### src/verilog/exec_unit_pkg.sv
// package for the subroutine and file-update execution block
// assumes a 14-bit instruction word and a 13-bit program counter
package exec_unit_pkg;
	localparam int PC_W = 13;
	localparam int FADDR_W = 7;
	localparam int DATA_W = 8;
	localparam int CALL_K_W = 11;
	localparam int LATCH_HI_BIT = 4;
	localparam int LATCH_LO_BIT = 3;
	localparam logic [7:0] ZERO_BYTE = 8'h00;
	localparam logic [7:0] ONE_BYTE = 8'h01;
	localparam logic [7:0] HOLD_RESET = 8'h00;
	localparam logic [PC_W-1:0] PC_RESET = 13'h0000;

	// operation codes the fetch stage hands over
	typedef enum logic [3:0] {
		OP_NONE = 4'h0,
		OP_CALL = 4'h1,
		OP_COMPLEMENT = 4'h2,
		OP_ZERO_FILE = 4'h3,
		OP_ZERO_ACC = 4'h4,
		OP_MINUS_ONE = 4'h5,
		OP_DOWN_SKIP = 4'h6,
		OP_UP_SKIP = 4'h7
	} op_t;

	typedef enum logic [1:0] {
		ST_EXEC = 2'b01,
		ST_FLUSH = 2'b10
	} phase_t;

	// instruction request from fetch
	typedef struct packed {
		logic valid;
		op_t op;
		logic [CALL_K_W-1:0] target;
		logic [FADDR_W-1:0] fileAddr;
		logic dest;
	} instr_t;

	// write-back towards file memory, accumulator and stack
	typedef struct packed {
		logic fileWe;
		logic [FADDR_W-1:0] fileAddr;
		logic [DATA_W-1:0] fileData;
		logic accWe;
		logic [DATA_W-1:0] accData;
		logic zeroWe;
		logic zeroVal;
		logic pushWe;
		logic [PC_W-1:0] pushData;
		logic pcLoad;
		logic [PC_W-1:0] pcData;
		logic squash;
	} result_t;

	typedef struct packed {
		phase_t phase;
		result_t res;
	} state_t;
endpackage : exec_unit_pkg

### src/verilog/subroutine_file_exec.sv
// executes the call, complement, clear, decrement and skip operations
// assumes fetch presents one instruction per cycle with its file operand already read
// Functional notes
// (RQ1) call loads the 11-bit immediate into counter bits 10..0
// (RQ2) call pushes current counter plus one onto the stack head
// (RQ3) call fills counter bits 12..11 from holding register bits 4..3
// (RQ4) call takes two cycles and leaves all status flags untouched
// (RQ5) complement inverts file value, destination bit picks accumulator or file, updates zero
// (RQ6) file clear writes zero to the file and sets zero flag
// (RQ7) accumulator clear writes zero to accumulator and sets zero flag
// (RQ8) decrement subtracts one, steers per destination bit, updates zero flag
// (RQ9) decrement-skip stores result, zero result squashes next instruction, flags untouched
// (RQ10) increment-skip adds one, stores per destination, flags untouched
// (RQ11) increment wrapping to zero squashes next instruction into a no-operation
// (RQ12) complement and decrement set zero when result is zero, else clear
`timescale 1ns/10ps
`default_nettype none
module subroutine_file_exec
	import exec_unit_pkg::*;
(
	input wire logic ref_clk,
	input wire logic reset,
	input wire instr_t instr,
	input wire logic [DATA_W-1:0] fileValue,
	input wire logic [PC_W-1:0] pcNow,
	input wire logic [DATA_W-1:0] upper_pc_holding,
	output logic busy,
	output result_t result
);
	state_t cur;
	state_t next_cur;
	logic [DATA_W-1:0] value;
	logic isZero;
	logic taken;

	// steer an 8-bit result to accumulator or file
	function automatic result_t steer(input result_t r, input logic d,
			input logic [FADDR_W-1:0] a, input logic [DATA_W-1:0] v);
		result_t o;
		o = r;
		o.fileAddr = a;
		if (d) begin
			o.fileWe = 1'b1;
			o.fileData = v;
		end else begin
			o.accWe = 1'b1;
			o.accData = v;
		end
		return o;
	endfunction : steer

	// a fresh instruction is not taken while the flushed slot is pending
	assign busy = (cur.phase == ST_FLUSH);
	assign result = cur.res;
	// an instruction counts only when valid outside the flush slot
	assign taken = !busy && instr.valid;

	// arithmetic shared by the file operations
	always_comb begin
		case (instr.op)
			OP_COMPLEMENT: value = ~fileValue; // RQ5
			OP_MINUS_ONE, OP_DOWN_SKIP: value = fileValue - ONE_BYTE; // RQ8 RQ9
			OP_UP_SKIP: value = fileValue + ONE_BYTE; // RQ10
			default: value = ZERO_BYTE;
		endcase
		isZero = (value == ZERO_BYTE);
	end

	// next state: one result per cycle, second cycle of call or zero-result skip is a bubble
	always_comb begin
		next_cur = cur;
		next_cur.res = '0;
		next_cur.phase = ST_EXEC;
		case (cur.phase)
			ST_FLUSH: begin
				// fetched word is discarded, nothing written
				next_cur.res.squash = 1'b1; // RQ4 RQ9 RQ11
			end
			ST_EXEC: begin
				if (instr.valid) begin
					case (instr.op)
						OP_CALL: begin
							next_cur.res.pushWe = 1'b1;
							next_cur.res.pushData = pcNow + PC_W'(1); // RQ2
							next_cur.res.pcLoad = 1'b1;
							next_cur.res.pcData = {upper_pc_holding[LATCH_HI_BIT:LATCH_LO_BIT],
								instr.target}; // RQ1 RQ3
							next_cur.phase = ST_FLUSH; // RQ4
						end
						OP_COMPLEMENT, OP_MINUS_ONE: begin
							next_cur.res = steer(next_cur.res, instr.dest, instr.fileAddr, value);
							next_cur.res.zeroWe = 1'b1;
							next_cur.res.zeroVal = isZero; // RQ12
						end
						OP_ZERO_FILE: begin
							next_cur.res.fileWe = 1'b1;
							next_cur.res.fileAddr = instr.fileAddr;
							next_cur.res.fileData = ZERO_BYTE; // RQ6
							next_cur.res.zeroWe = 1'b1;
							next_cur.res.zeroVal = 1'b1; // RQ6
						end
						OP_ZERO_ACC: begin
							next_cur.res.accWe = 1'b1;
							next_cur.res.accData = ZERO_BYTE; // RQ7
							next_cur.res.zeroWe = 1'b1;
							next_cur.res.zeroVal = 1'b1; // RQ7
						end
						OP_DOWN_SKIP, OP_UP_SKIP: begin
							// no zero flag write: skip ops leave status alone
							next_cur.res = steer(next_cur.res, instr.dest, instr.fileAddr, value);
							if (isZero) begin
								next_cur.phase = ST_FLUSH; // RQ9 RQ11
							end
						end
						default: begin
							next_cur.res = '0;
						end
					endcase
				end
			end
			default: begin
				next_cur.phase = ST_EXEC;
			end
		endcase
	end

	// state register
	always_ff @(posedge ref_clk) begin
		if (reset) begin
			cur.phase <= ST_EXEC;
			cur.res <= '0;
		end else begin
			cur <= next_cur;
		end
	end

	// assertions
	call_target_a: assert property (@(posedge ref_clk) disable iff (reset) // RQ1
		(!busy && instr.valid && instr.op == OP_CALL) |=>
		(result.pcLoad && result.pcData[CALL_K_W-1:0] == $past(instr.target)))
		else $error("call target not loaded");
	call_push_a: assert property (@(posedge ref_clk) disable iff (reset) // RQ2
		(!busy && instr.valid && instr.op == OP_CALL) |=>
		(result.pushWe && result.pushData == $past(pcNow) + PC_W'(1)))
		else $error("return address wrong");
	call_upper_a: assert property (@(posedge ref_clk) disable iff (reset) // RQ3
		(!busy && instr.valid && instr.op == OP_CALL) |=>
		(result.pcData[PC_W-1:CALL_K_W] == $past(upper_pc_holding[LATCH_HI_BIT:LATCH_LO_BIT])))
		else $error("upper counter bits wrong");
	call_two_cycle_a: assert property (@(posedge ref_clk) disable iff (reset) // RQ4
		(!busy && instr.valid && instr.op == OP_CALL) |=>
		(!result.zeroWe && busy) ##1 (result.squash && !result.zeroWe && !busy))
		else $error("call not two cycles");
	comp_value_a: assert property (@(posedge ref_clk) disable iff (reset) // RQ5
		(!busy && instr.valid && instr.op == OP_COMPLEMENT && instr.dest) |=>
		(result.fileWe && !result.accWe && result.fileData == ~$past(fileValue)))
		else $error("complement to file wrong");
	clear_file_a: assert property (@(posedge ref_clk) disable iff (reset) // RQ6
		(!busy && instr.valid && instr.op == OP_ZERO_FILE) |=>
		(result.fileWe && result.fileData == ZERO_BYTE && result.zeroWe && result.zeroVal))
		else $error("file clear wrong");
	clear_acc_a: assert property (@(posedge ref_clk) disable iff (reset) // RQ7
		(!busy && instr.valid && instr.op == OP_ZERO_ACC) |=>
		(result.accWe && result.accData == ZERO_BYTE && result.zeroVal && !result.fileWe))
		else $error("accumulator clear wrong");
	dec_acc_a: assert property (@(posedge ref_clk) disable iff (reset) // RQ8
		(!busy && instr.valid && instr.op == OP_MINUS_ONE && !instr.dest) |=>
		(result.accWe && result.accData == $past(fileValue) - ONE_BYTE))
		else $error("decrement to accumulator wrong");
	down_skip_a: assert property (@(posedge ref_clk) disable iff (reset) // RQ9
		(!busy && instr.valid && instr.op == OP_DOWN_SKIP) |=>
		(!result.zeroWe && (busy == ($past(fileValue) == ONE_BYTE))))
		else $error("decrement skip wrong");
	up_store_a: assert property (@(posedge ref_clk) disable iff (reset) // RQ10
		(!busy && instr.valid && instr.op == OP_UP_SKIP && instr.dest) |=>
		(result.fileWe && !result.zeroWe && result.fileData == $past(fileValue) + ONE_BYTE))
		else $error("increment skip store wrong");
	up_wrap_a: assert property (@(posedge ref_clk) disable iff (reset) // RQ11
		(!busy && instr.valid && instr.op == OP_UP_SKIP && fileValue == 8'hff) |=>
		busy ##1 (result.squash && !result.fileWe && !result.accWe))
		else $error("increment wrap not squashed");
	zero_flag_a: assert property (@(posedge ref_clk) disable iff (reset) // RQ12
		(!busy && instr.valid && (instr.op == OP_COMPLEMENT || instr.op == OP_MINUS_ONE)) |=>
		(result.zeroWe && result.zeroVal == ((result.fileWe ? result.fileData
			: result.accData) == ZERO_BYTE)))
		else $error("zero flag wrong");

	// complement: both destinations, address and flag from the operand itself
	comp_to_acc_a: assert property (@(posedge ref_clk) disable iff (reset) // RQ5
		(taken && instr.op == OP_COMPLEMENT && !instr.dest) |=>
		(result.accWe && !result.fileWe && result.accData == ~$past(fileValue)))
		else $error("complement to accumulator wrong");
	comp_addr_a: assert property (@(posedge ref_clk) disable iff (reset) // RQ5
		(taken && instr.op == OP_COMPLEMENT && instr.dest) |=>
		(result.fileAddr == $past(instr.fileAddr)))
		else $error("complement file address wrong");
	comp_zero_a: assert property (@(posedge ref_clk) disable iff (reset) // RQ12
		(taken && instr.op == OP_COMPLEMENT) |=>
		(result.zeroWe && result.zeroVal == ($past(fileValue) == 8'hff)))
		else $error("complement zero flag wrong");
	comp_one_cycle_a: assert property (@(posedge ref_clk) disable iff (reset) // RQ5
		(taken && instr.op == OP_COMPLEMENT) |=>
		(!busy && !result.pcLoad && !result.pushWe))
		else $error("complement not single cycle");

	// decrement and the two clears
	dec_to_file_a: assert property (@(posedge ref_clk) disable iff (reset) // RQ8
		(taken && instr.op == OP_MINUS_ONE && instr.dest) |=>
		(result.fileWe && !result.accWe && result.fileData == $past(fileValue) - ONE_BYTE))
		else $error("decrement to file wrong");
	dec_addr_a: assert property (@(posedge ref_clk) disable iff (reset) // RQ8
		(taken && instr.op == OP_MINUS_ONE && instr.dest) |=>
		(result.fileAddr == $past(instr.fileAddr)))
		else $error("decrement file address wrong");
	dec_zero_a: assert property (@(posedge ref_clk) disable iff (reset) // RQ12
		(taken && instr.op == OP_MINUS_ONE) |=>
		(result.zeroWe && result.zeroVal == ($past(fileValue) == ONE_BYTE)))
		else $error("decrement zero flag wrong");
	dec_one_cycle_a: assert property (@(posedge ref_clk) disable iff (reset) // RQ8
		(taken && instr.op == OP_MINUS_ONE) |=>
		(!busy && !result.pcLoad && !result.pushWe))
		else $error("decrement not single cycle");
	clear_file_addr_a: assert property (@(posedge ref_clk) disable iff (reset) // RQ6
		(taken && instr.op == OP_ZERO_FILE) |=>
		(!result.accWe && result.fileAddr == $past(instr.fileAddr)))
		else $error("file clear address wrong");
	clear_file_solo_a: assert property (@(posedge ref_clk) disable iff (reset) // RQ6
		(taken && instr.op == OP_ZERO_FILE) |=>
		(!busy && !result.pushWe && !result.pcLoad))
		else $error("file clear not single cycle");
	clear_acc_flag_a: assert property (@(posedge ref_clk) disable iff (reset) // RQ7
		(taken && instr.op == OP_ZERO_ACC) |=>
		(result.zeroWe && !busy && !result.pushWe && !result.pcLoad))
		else $error("accumulator clear flag wrong");

	// skip operations: stores, both outcomes, never a jump
	down_to_file_a: assert property (@(posedge ref_clk) disable iff (reset) // RQ9
		(taken && instr.op == OP_DOWN_SKIP && instr.dest) |=>
		(result.fileWe && !result.accWe && result.fileData == $past(fileValue) - ONE_BYTE))
		else $error("decrement skip to file wrong");
	down_to_acc_a: assert property (@(posedge ref_clk) disable iff (reset) // RQ9
		(taken && instr.op == OP_DOWN_SKIP && !instr.dest) |=>
		(result.accWe && !result.fileWe && result.accData == $past(fileValue) - ONE_BYTE))
		else $error("decrement skip to accumulator wrong");
	down_addr_a: assert property (@(posedge ref_clk) disable iff (reset) // RQ9
		(taken && instr.op == OP_DOWN_SKIP && instr.dest) |=>
		(result.fileAddr == $past(instr.fileAddr)))
		else $error("decrement skip address wrong");
	down_squash_a: assert property (@(posedge ref_clk) disable iff (reset) // RQ9
		(taken && instr.op == OP_DOWN_SKIP && fileValue == ONE_BYTE) |=>
		busy ##1 (result.squash && !result.fileWe && !result.accWe && !result.zeroWe))
		else $error("decrement skip not squashed");
	down_noskip_a: assert property (@(posedge ref_clk) disable iff (reset) // RQ9
		(taken && instr.op == OP_DOWN_SKIP && fileValue != ONE_BYTE) |=>
		(!busy && !result.squash))
		else $error("decrement skip taken wrongly");
	up_to_acc_a: assert property (@(posedge ref_clk) disable iff (reset) // RQ10
		(taken && instr.op == OP_UP_SKIP && !instr.dest) |=>
		(result.accWe && !result.fileWe && !result.zeroWe
			&& result.accData == $past(fileValue) + ONE_BYTE))
		else $error("increment skip to accumulator wrong");
	up_addr_a: assert property (@(posedge ref_clk) disable iff (reset) // RQ10
		(taken && instr.op == OP_UP_SKIP && instr.dest) |=>
		(result.fileAddr == $past(instr.fileAddr)))
		else $error("increment skip address wrong");
	up_noskip_a: assert property (@(posedge ref_clk) disable iff (reset) // RQ11
		(taken && instr.op == OP_UP_SKIP && fileValue != 8'hff) |=>
		(!busy && !result.squash))
		else $error("increment skip taken wrongly");
	skip_no_jump_a: assert property (@(posedge ref_clk) disable iff (reset) // RQ11
		(taken && (instr.op == OP_DOWN_SKIP || instr.op == OP_UP_SKIP)) |=>
		(!result.pcLoad && !result.pushWe))
		else $error("skip redirected the counter");

	// call: whole counter, no side writes, quiet flush slot
	call_full_pc_a: assert property (@(posedge ref_clk) disable iff (reset) // RQ3
		(taken && instr.op == OP_CALL) |=>
		(result.pcData == {$past(upper_pc_holding[LATCH_HI_BIT:LATCH_LO_BIT]),
			$past(instr.target)}))
		else $error("call counter value wrong");
	call_no_write_a: assert property (@(posedge ref_clk) disable iff (reset) // RQ4
		(taken && instr.op == OP_CALL) |=>
		(!result.fileWe && !result.accWe && !result.zeroWe && !result.squash))
		else $error("call wrote data or flags");
	call_slot_quiet_a: assert property (@(posedge ref_clk) disable iff (reset) // RQ4
		(taken && instr.op == OP_CALL) |=>
		##1 (!result.pushWe && !result.pcLoad && !result.fileWe && !result.accWe))
		else $error("call second cycle not quiet");

	// flush slot: lasts one cycle, ignores the fetched word, only it squashes
	busy_one_cycle_a: assert property (@(posedge ref_clk) disable iff (reset) // RQ4
		busy |=> !busy)
		else $error("flush slot longer than one cycle");
	flush_ignores_a: assert property (@(posedge ref_clk) disable iff (reset) // RQ11
		busy |=>
		(result.squash && !result.fileWe && !result.accWe && !result.zeroWe
			&& !result.pushWe && !result.pcLoad))
		else $error("discarded word was executed");
	squash_after_busy_a: assert property (@(posedge ref_clk) disable iff (reset) // RQ9
		!busy |=> !result.squash)
		else $error("squash without flush slot");

	cover_call_c: cover property (@(posedge ref_clk) disable iff (reset)
		!busy && instr.valid && instr.op == OP_CALL);
	cover_down_skip_c: cover property (@(posedge ref_clk) disable iff (reset)
		!busy && instr.valid && instr.op == OP_DOWN_SKIP && fileValue == ONE_BYTE);
	cover_up_noskip_c: cover property (@(posedge ref_clk) disable iff (reset)
		!busy && instr.valid && instr.op == OP_UP_SKIP && fileValue == ONE_BYTE);
	cover_comp_zero_c: cover property (@(posedge ref_clk) disable iff (reset)
		!busy && instr.valid && instr.op == OP_COMPLEMENT && fileValue == 8'hff);
endmodule : subroutine_file_exec
`default_nettype wire
### config.mk
export PLATFORM = sky130hd
export DESIGN_NAME = subroutine_file_exec
export DESIGN_NICKNAME = d
export VERILOG_FILES = /design/src/verilog/exec_unit_pkg.sv /design/src/verilog/subroutine_file_exec.sv
export SDC_FILE = /design/constraint.sdc
export NUM_CORES = 1
export LEC_CHECK = 0
export BUFFER_PORTS_ARGS = -buffer_cell sky130_fd_sc_hd__buf_2
export CELL_PAD_IN_SITES_DETAIL_PLACEMENT = 1
export CELL_PAD_IN_SITES_GLOBAL_PLACEMENT = 2
export CORE_MARGIN = 4
export CORE_UTILIZATION = 25
export CTS_BUF_LIST = sky130_fd_sc_hd__clkbuf_8
export CTS_CLUSTER_SIZE = 10
export DETAILED_ROUTE_END_ITERATION = 6
export PLACE_DENSITY = 0.83
export SLEW_MARGIN = 20
export SYNTH_ARGS = -nofsm -noshare
export SYNTH_HDL_FRONTEND = slang
export SYNTH_SLANG_ARGS = --single-unit
export TNS_END_PERCENT = 30
### constraint.sdc
create_clock -name ref_clk -period 2.12 [get_ports ref_clk]
set_clock_uncertainty 0.1 [all_clocks]
set_input_delay 0.106 -clock ref_clk [delete_from_list [all_inputs] [get_ports ref_clk]]
set_output_delay 0.106 -clock ref_clk [all_outputs]
set_load 0.05 [all_outputs]
# Yosys cells after proc, flatten, opt, wreduce, memory -nomap -nowiden
# Cells that the tools add are included.
[totals] wordCells=48 ff_bits=58 in_bits=55 output_inout_bits=57
[op_classes] n_bitwise=4 n_mux=11 n_addsub=3 reduce_logical=8 n_eq_ne=9
[ops] operator="16-bit case mux with 2 select lines" n=1
[ops] operator="28-bit 2-to-1 mux" n=1
[ops] operator="8-bit case mux with 3 select lines" n=1
[ops] operator="9-bit case mux with 2 select lines" n=1
[ops] operator="4-bit by 3-bit equality test with 1-bit output (second input constant)" n=4
[ops] operator="13-bit by 1-bit adder with 13-bit output (second input constant)" n=1
[ops] operator="9-bit 2-to-1 mux" n=1
[ops] operator="8-bit by 1-bit adder with 8-bit output (second input constant)" n=1
[ops] operator="4-bit by 2-bit equality test with 1-bit output (second input constant)" n=2
[ops] operator="8-bit logical NOT" n=1
[ops] operator="8-bit 2-to-1 mux" n=1
[ops] operator="8-bit inverter" n=1
[ops] operator="2-bit case mux with 2 select lines" n=2
[ops] operator="2-bit OR reduction" n=4
[ops] operator="4-bit OR reduction" n=2
[ops] operator="8-bit by 1-bit subtractor with 8-bit output (second input constant)" n=1
[ops] operator="4-bit by 1-bit equality test with 1-bit output (second input constant)" n=1
[ops] operator="1-bit inverter" n=3
[ops] operator="3-bit OR reduction" n=1
[ops] operator="2-bit by 1-bit equality test with 1-bit output (second input constant)" n=1
[ops] operator="2-bit equality test (second input constant)" n=1
[ops] operator="2-bit 2-to-1 mux" n=1
[ops] operator="1-bit case mux with 2 select lines" n=1
[ops] operator="1-bit 2-to-1 mux" n=1

# Longest topological paths before layout
[depth] word_depth=6 depth_mapped=11 ltp_nobuf=9

# Worst setup path before layout
# No wires, ideal clock.
[synth_path] kind="in2reg" start="input instr[19] in the netlist's numbering" end="register cur[57] in the netlist's numbering" setup_slack_ns=-0.201 n_path_buf=2 required_ns=1.959 path_stages=11 setup_time_ns=0.061 t_arrival_ns=2.160 cell_sequence="buf_6 and4b_1 clkbuf_1 inv_1 ha_1 a21oi_1 a211oi_1 o21ai_0 nor4bb_1 a211oi_2 and4b_1"
[synth_between] elab_chain_cells=6 word_cells_on_any_way=11 classes_between="eq/ne (5); mux (3); reduce/logical (3)"
[synth_rtl] item="start: declaration" line="subroutine_file_exec.sv:23" rtl="input wire instr_t instr,"
[synth_rtl] item="4-bit by 3-bit equality test with 1-bit output, on equally long branches" line="subroutine_file_exec.sv:60, subroutine_file_exec.sv:81"
[synth_rtl] item="2-bit OR reduction" line="subroutine_file_exec.sv:60" rtl="case (instr.op)"
[synth_rtl] item="8-bit case mux with 3 select lines" line="subroutine_file_exec.sv:60"
[synth_rtl] item="8-bit logical NOT" line="subroutine_file_exec.sv:66" rtl="isZero = (value == ZERO_BYTE);"
[synth_rtl] item="2-bit 2-to-1 mux" line="subroutine_file_exec.sv:111" rtl="if (isZero) begin"
[synth_rtl] item="2-bit case mux with 2 select lines *" line="subroutine_file_exec.sv:81" rtl="case (instr.op)"
[synth_rtl] item="end signal: assignment" line="subroutine_file_exec.sv:133" rtl="cur <= next_cur;"
[synth_rtl] item="end: declaration" line="subroutine_file_exec.sv:30" rtl="state_t cur;"
# Mark *: on every way between the ends. The rest lies on a longest branch, timed or not.
# A chain may end at the register's enable or synchronous reset.

# Worst setup path in the final report
[layout_path] start="input instr[22] in the netlist's numbering" end="register cur[57] in the netlist's numbering"
# The elaborated chain is that of the path after synthesis.

==> impl_metrics.toml <==
[drt]
finalWirelength_um = 7550
drtPass1Iterations = 3
num_vias = 2229
detail-route-antenna-nets = 0
vias_per_cell = 4.12
remaining_drc_errors = 0
detail_route.iter0.violations = 53
routedWlPerCell_um = 13.9

[cells_and_area]
layout-drive-gt1-share_pct = 39.5
multi_input_gate_area_mm2 = 0.00114
non_filler_cells_final = 541
diodes = 0
mostFrequentLayoutCell = "sky130_fd_sc_hd__buf_2"
design.final.nets = 467
final_cell_area_mm2 = 0.00371
areaGrowthSynthToFinish_pct = 38.5
final-seq-area_mm2 = 0.00114
layout.cells.most_common_list = "105 x sky130_fd_sc_hd__buf_2, 57 x sky130_fd_sc_hd__dfxtp_1, 41 x sky130_fd_sc_hd__nor2_1"
filler_cell_count = 1259

[grt]
first_global_vias = 2408
pin_count_of_the_biggest_net_entering_global_routing = 16
grt_overflow = 0
wire_length_of_the_first_global_routing_pass_um = 12200
antenna_violations_before_repair = 0
grt_usage_pct = 12.4

[synth]
synth.lib_cells_used.distinct = 43
synth_warnings = 0
seq_area_frac_synth_pct = 42.6
syn-cell-area_mm2 = 0.00268
syn_area_per_cell_um2 = 9.18
synth_cells = 292
ys.flop_type = "sky130_fd_sc_hd__dfxtp_1"
synth-seq-cells = 57
synth.net_count = 357
synth_async_sr_flop_share_pct = 0
synth_edf_count = 0

[timing]
finalSetupViolCount = 0
rsz0062_at_grt = "no"
maxSlewHeadroom_pct = 63.4
post-route-period-util_pct = 95.1
final-hold-violation-count = 0
crit_path_time_final_ps = 2020
fmax_mhz = 496
drv_slew = 0
worst_pin_slew_ps = 546

[power]
power.density_cell_area_mw_per_mm2 = 650
power.total_uw = 2420
power.leakage_uw = 0.00176
vdd_ir_drop_max_uv = 257

[placed_design]
place.detailed.instances = 490
hpwlAfterDp_um = 5730
place.port_buffers = 105
final_weighted_congestion_in_routability_driven_placement = 0.791
place_area_mm2 = 0.00316

[floorplan]
die_width_um = 112
fp.dieH_um = 112
core_mm2 = 0.0104
die_area_mm2 = 0.0124
start_util_pct = 25.9
floorplan.rows = 37
io_pins = 112

[setup_path]
r2r.worst_path.cells = 4
critPathRequiredTime_ps = 2250
endpoint = "cur[57]$_SDFF_PP0_"
critical_path.startpoint = "instr[22]"
slack_of_the_worst_reg_to_reg_path_ps = 330
worstPathMaxFanout = 8
worst_setup_path_end_kind = "flip-flop"
regToRegEndpoint = "result[37]$_SDFF_PP0_"
setup.worst_path.start_class = "input pin"
criticalPathCategory = "in2reg"
r2r_start = "cur[57]$_SDFF_PP0_"
crit_arrival_ps = 2140

[clock_tree]
cts.reportedPaths.clkPinSlew_ps = 70
cts_tree = "yes"
clock_tree.buffer_depth = 2
cts-buffers-inserted = 9
clock-sinks = 57
cts.root.buffer_cell = "sky130_fd_sc_hd__clkbuf_8"
clock_latency_ps = 330
htree_levels = 3

[hold_path]
class_of_the_tightest_hold_or_removal_check = "in2reg"

[flow_run]
max-cap-violations = 0

[status]
status = "complete, no violations"
## how the worst min path moves through the flow
stage | cells past startpoint | start | slack (ps) | end
after detailed placement | 2 | reset | 210 | result[0]$_SDFF_PP0_
after floorplan | 1 | reset | 80 | result[0]$_SDFF_PP0_
after CTS | 4 | pcNow[1] | 30 | result[18]$_SDFF_PP0_
final | 4 | pcNow[1] | 50 | result[18]$_SDFF_PP0_
after global routing | 4 | pcNow[1] | 60 | result[18]$_SDFF_PP0_
after global placement | 2 | instr[8] | 210 | result[1]$_SDFF_PP0_
## per-stage QoR
step	utilization, %	setup WS [ps]	hold slack [ps]	setup TNS [ps]
after floorplan	-	0.0344	77.6	0
after global placement	30.5	-172	207	-787
after detailed placement	30.5	-293	208	-1470
after CTS	35.7	53.9	34.1	0
after global routing	35.8	27.9	60.0	0
final	35.8	105	46.3	0
## report_power, final
group	switching (µW)	internal (µW)	total [µW]
Clock	400	554	955
Combinational	187	189	377
Sequential	2.72	1080	1080
Total	590	1830	2420
## metal layers
metal	part of all wire (%)	GRT usage, %	wire (µm)	up-vias
li1	-	-	-	1112
met1	43	14.3	3270	1023
met2	48	21.1	3650	74
met3	4.7	2.17	358	20
met4	3.6	7.79	271	0
met5	0	0	0	-
## worst max-delay path, stage by stage
cell and delay, ps:
sky130_fd_sc_hd__buf_2 100, sky130_fd_sc_hd__and4b_2 330, sky130_fd_sc_hd__inv_6 80, sky130_fd_sc_hd__ha_1 340, sky130_fd_sc_hd__nand2_1 100, sky130_fd_sc_hd__a211oi_2 240, sky130_fd_sc_hd__nor3_1 120, sky130_fd_sc_hd__nor4bb_2 320
sky130_fd_sc_hd__a211oi_2 50, sky130_fd_sc_hd__buf_4 160, sky130_fd_sc_hd__and4b_1 190
## synthesized netlist by cell type, types with 3 or more instances
cell | instances | area (µm²)
sky130_fd_sc_hd__ha_1 | 9 | 113
sky130_fd_sc_hd__xnor2_1 | 9 | 78.8
sky130_fd_sc_hd__and2_1 | 21 | 131
sky130_fd_sc_hd__nand3_1 | 10 | 50.1
sky130_fd_sc_hd__and4b_1 | 3 | 30.0
sky130_fd_sc_hd__nor3_1 | 3 | 15.0
sky130_fd_sc_hd__buf_2 | 3 | 15.0
sky130_fd_sc_hd__buf_4 | 56 | 420
sky130_fd_sc_hd__inv_1 | 6 | 22.5
sky130_fd_sc_hd__a21oi_1 | 11 | 55.1
sky130_fd_sc_hd__clkbuf_1 | 3 | 11.3
sky130_fd_sc_hd__nor2b_1 | 5 | 31.3
sky130_fd_sc_hd__dfxtp_1 | 57 | 1140
sky130_fd_sc_hd__nand2_1 | 9 | 33.8
sky130_fd_sc_hd__or3_1 | 4 | 25.0
sky130_fd_sc_hd__nor2_1 | 41 | 154
sky130_fd_sc_hd__xor2_1 | 7 | 61.3
sky130_fd_sc_hd__o21ai_0 | 3 | 15.0
## cell type report
type | instances | share of cell area (%)
clock inverters | 4 | 1.21
clock buffers | 10 | 3.70
flip-flops and latches | 57 | 30.7
well taps | 136 | 4.58
multi-input cells | 165 | 30.8
inverters | 6 | 0.741
repair buffers | 163 | 28.3
## state kept, by name, indices dropped and copies added, names as in the netlist
| name | count |
|---|---|
| result | 55 |
| cur | 2 |
## repair_timing
action / 4_1_cts / 5_1_grt
hold buffers: 36 / 0
gates resized for setup: 0 / 1
hold endpoints to repair: 36 / 0
endpoints found under the setup margin: 0 / 3
buffers inserted: 0 / 1
## kinds of logic (layout without fill, tap and decap cells)
family	count (synthesis)	count (layout)	synth area share [%]
fa+ha+maj	10	10	4.95
mux	1	1	0.373
flops	57	57	42.6
xor+xnor	16	16	5.23
simple gates	110	110	21.8
buf+inv	70	183	18.1
compound gates	28	28	6.95
Note: power is estimated with default switching activity, not from simulation.
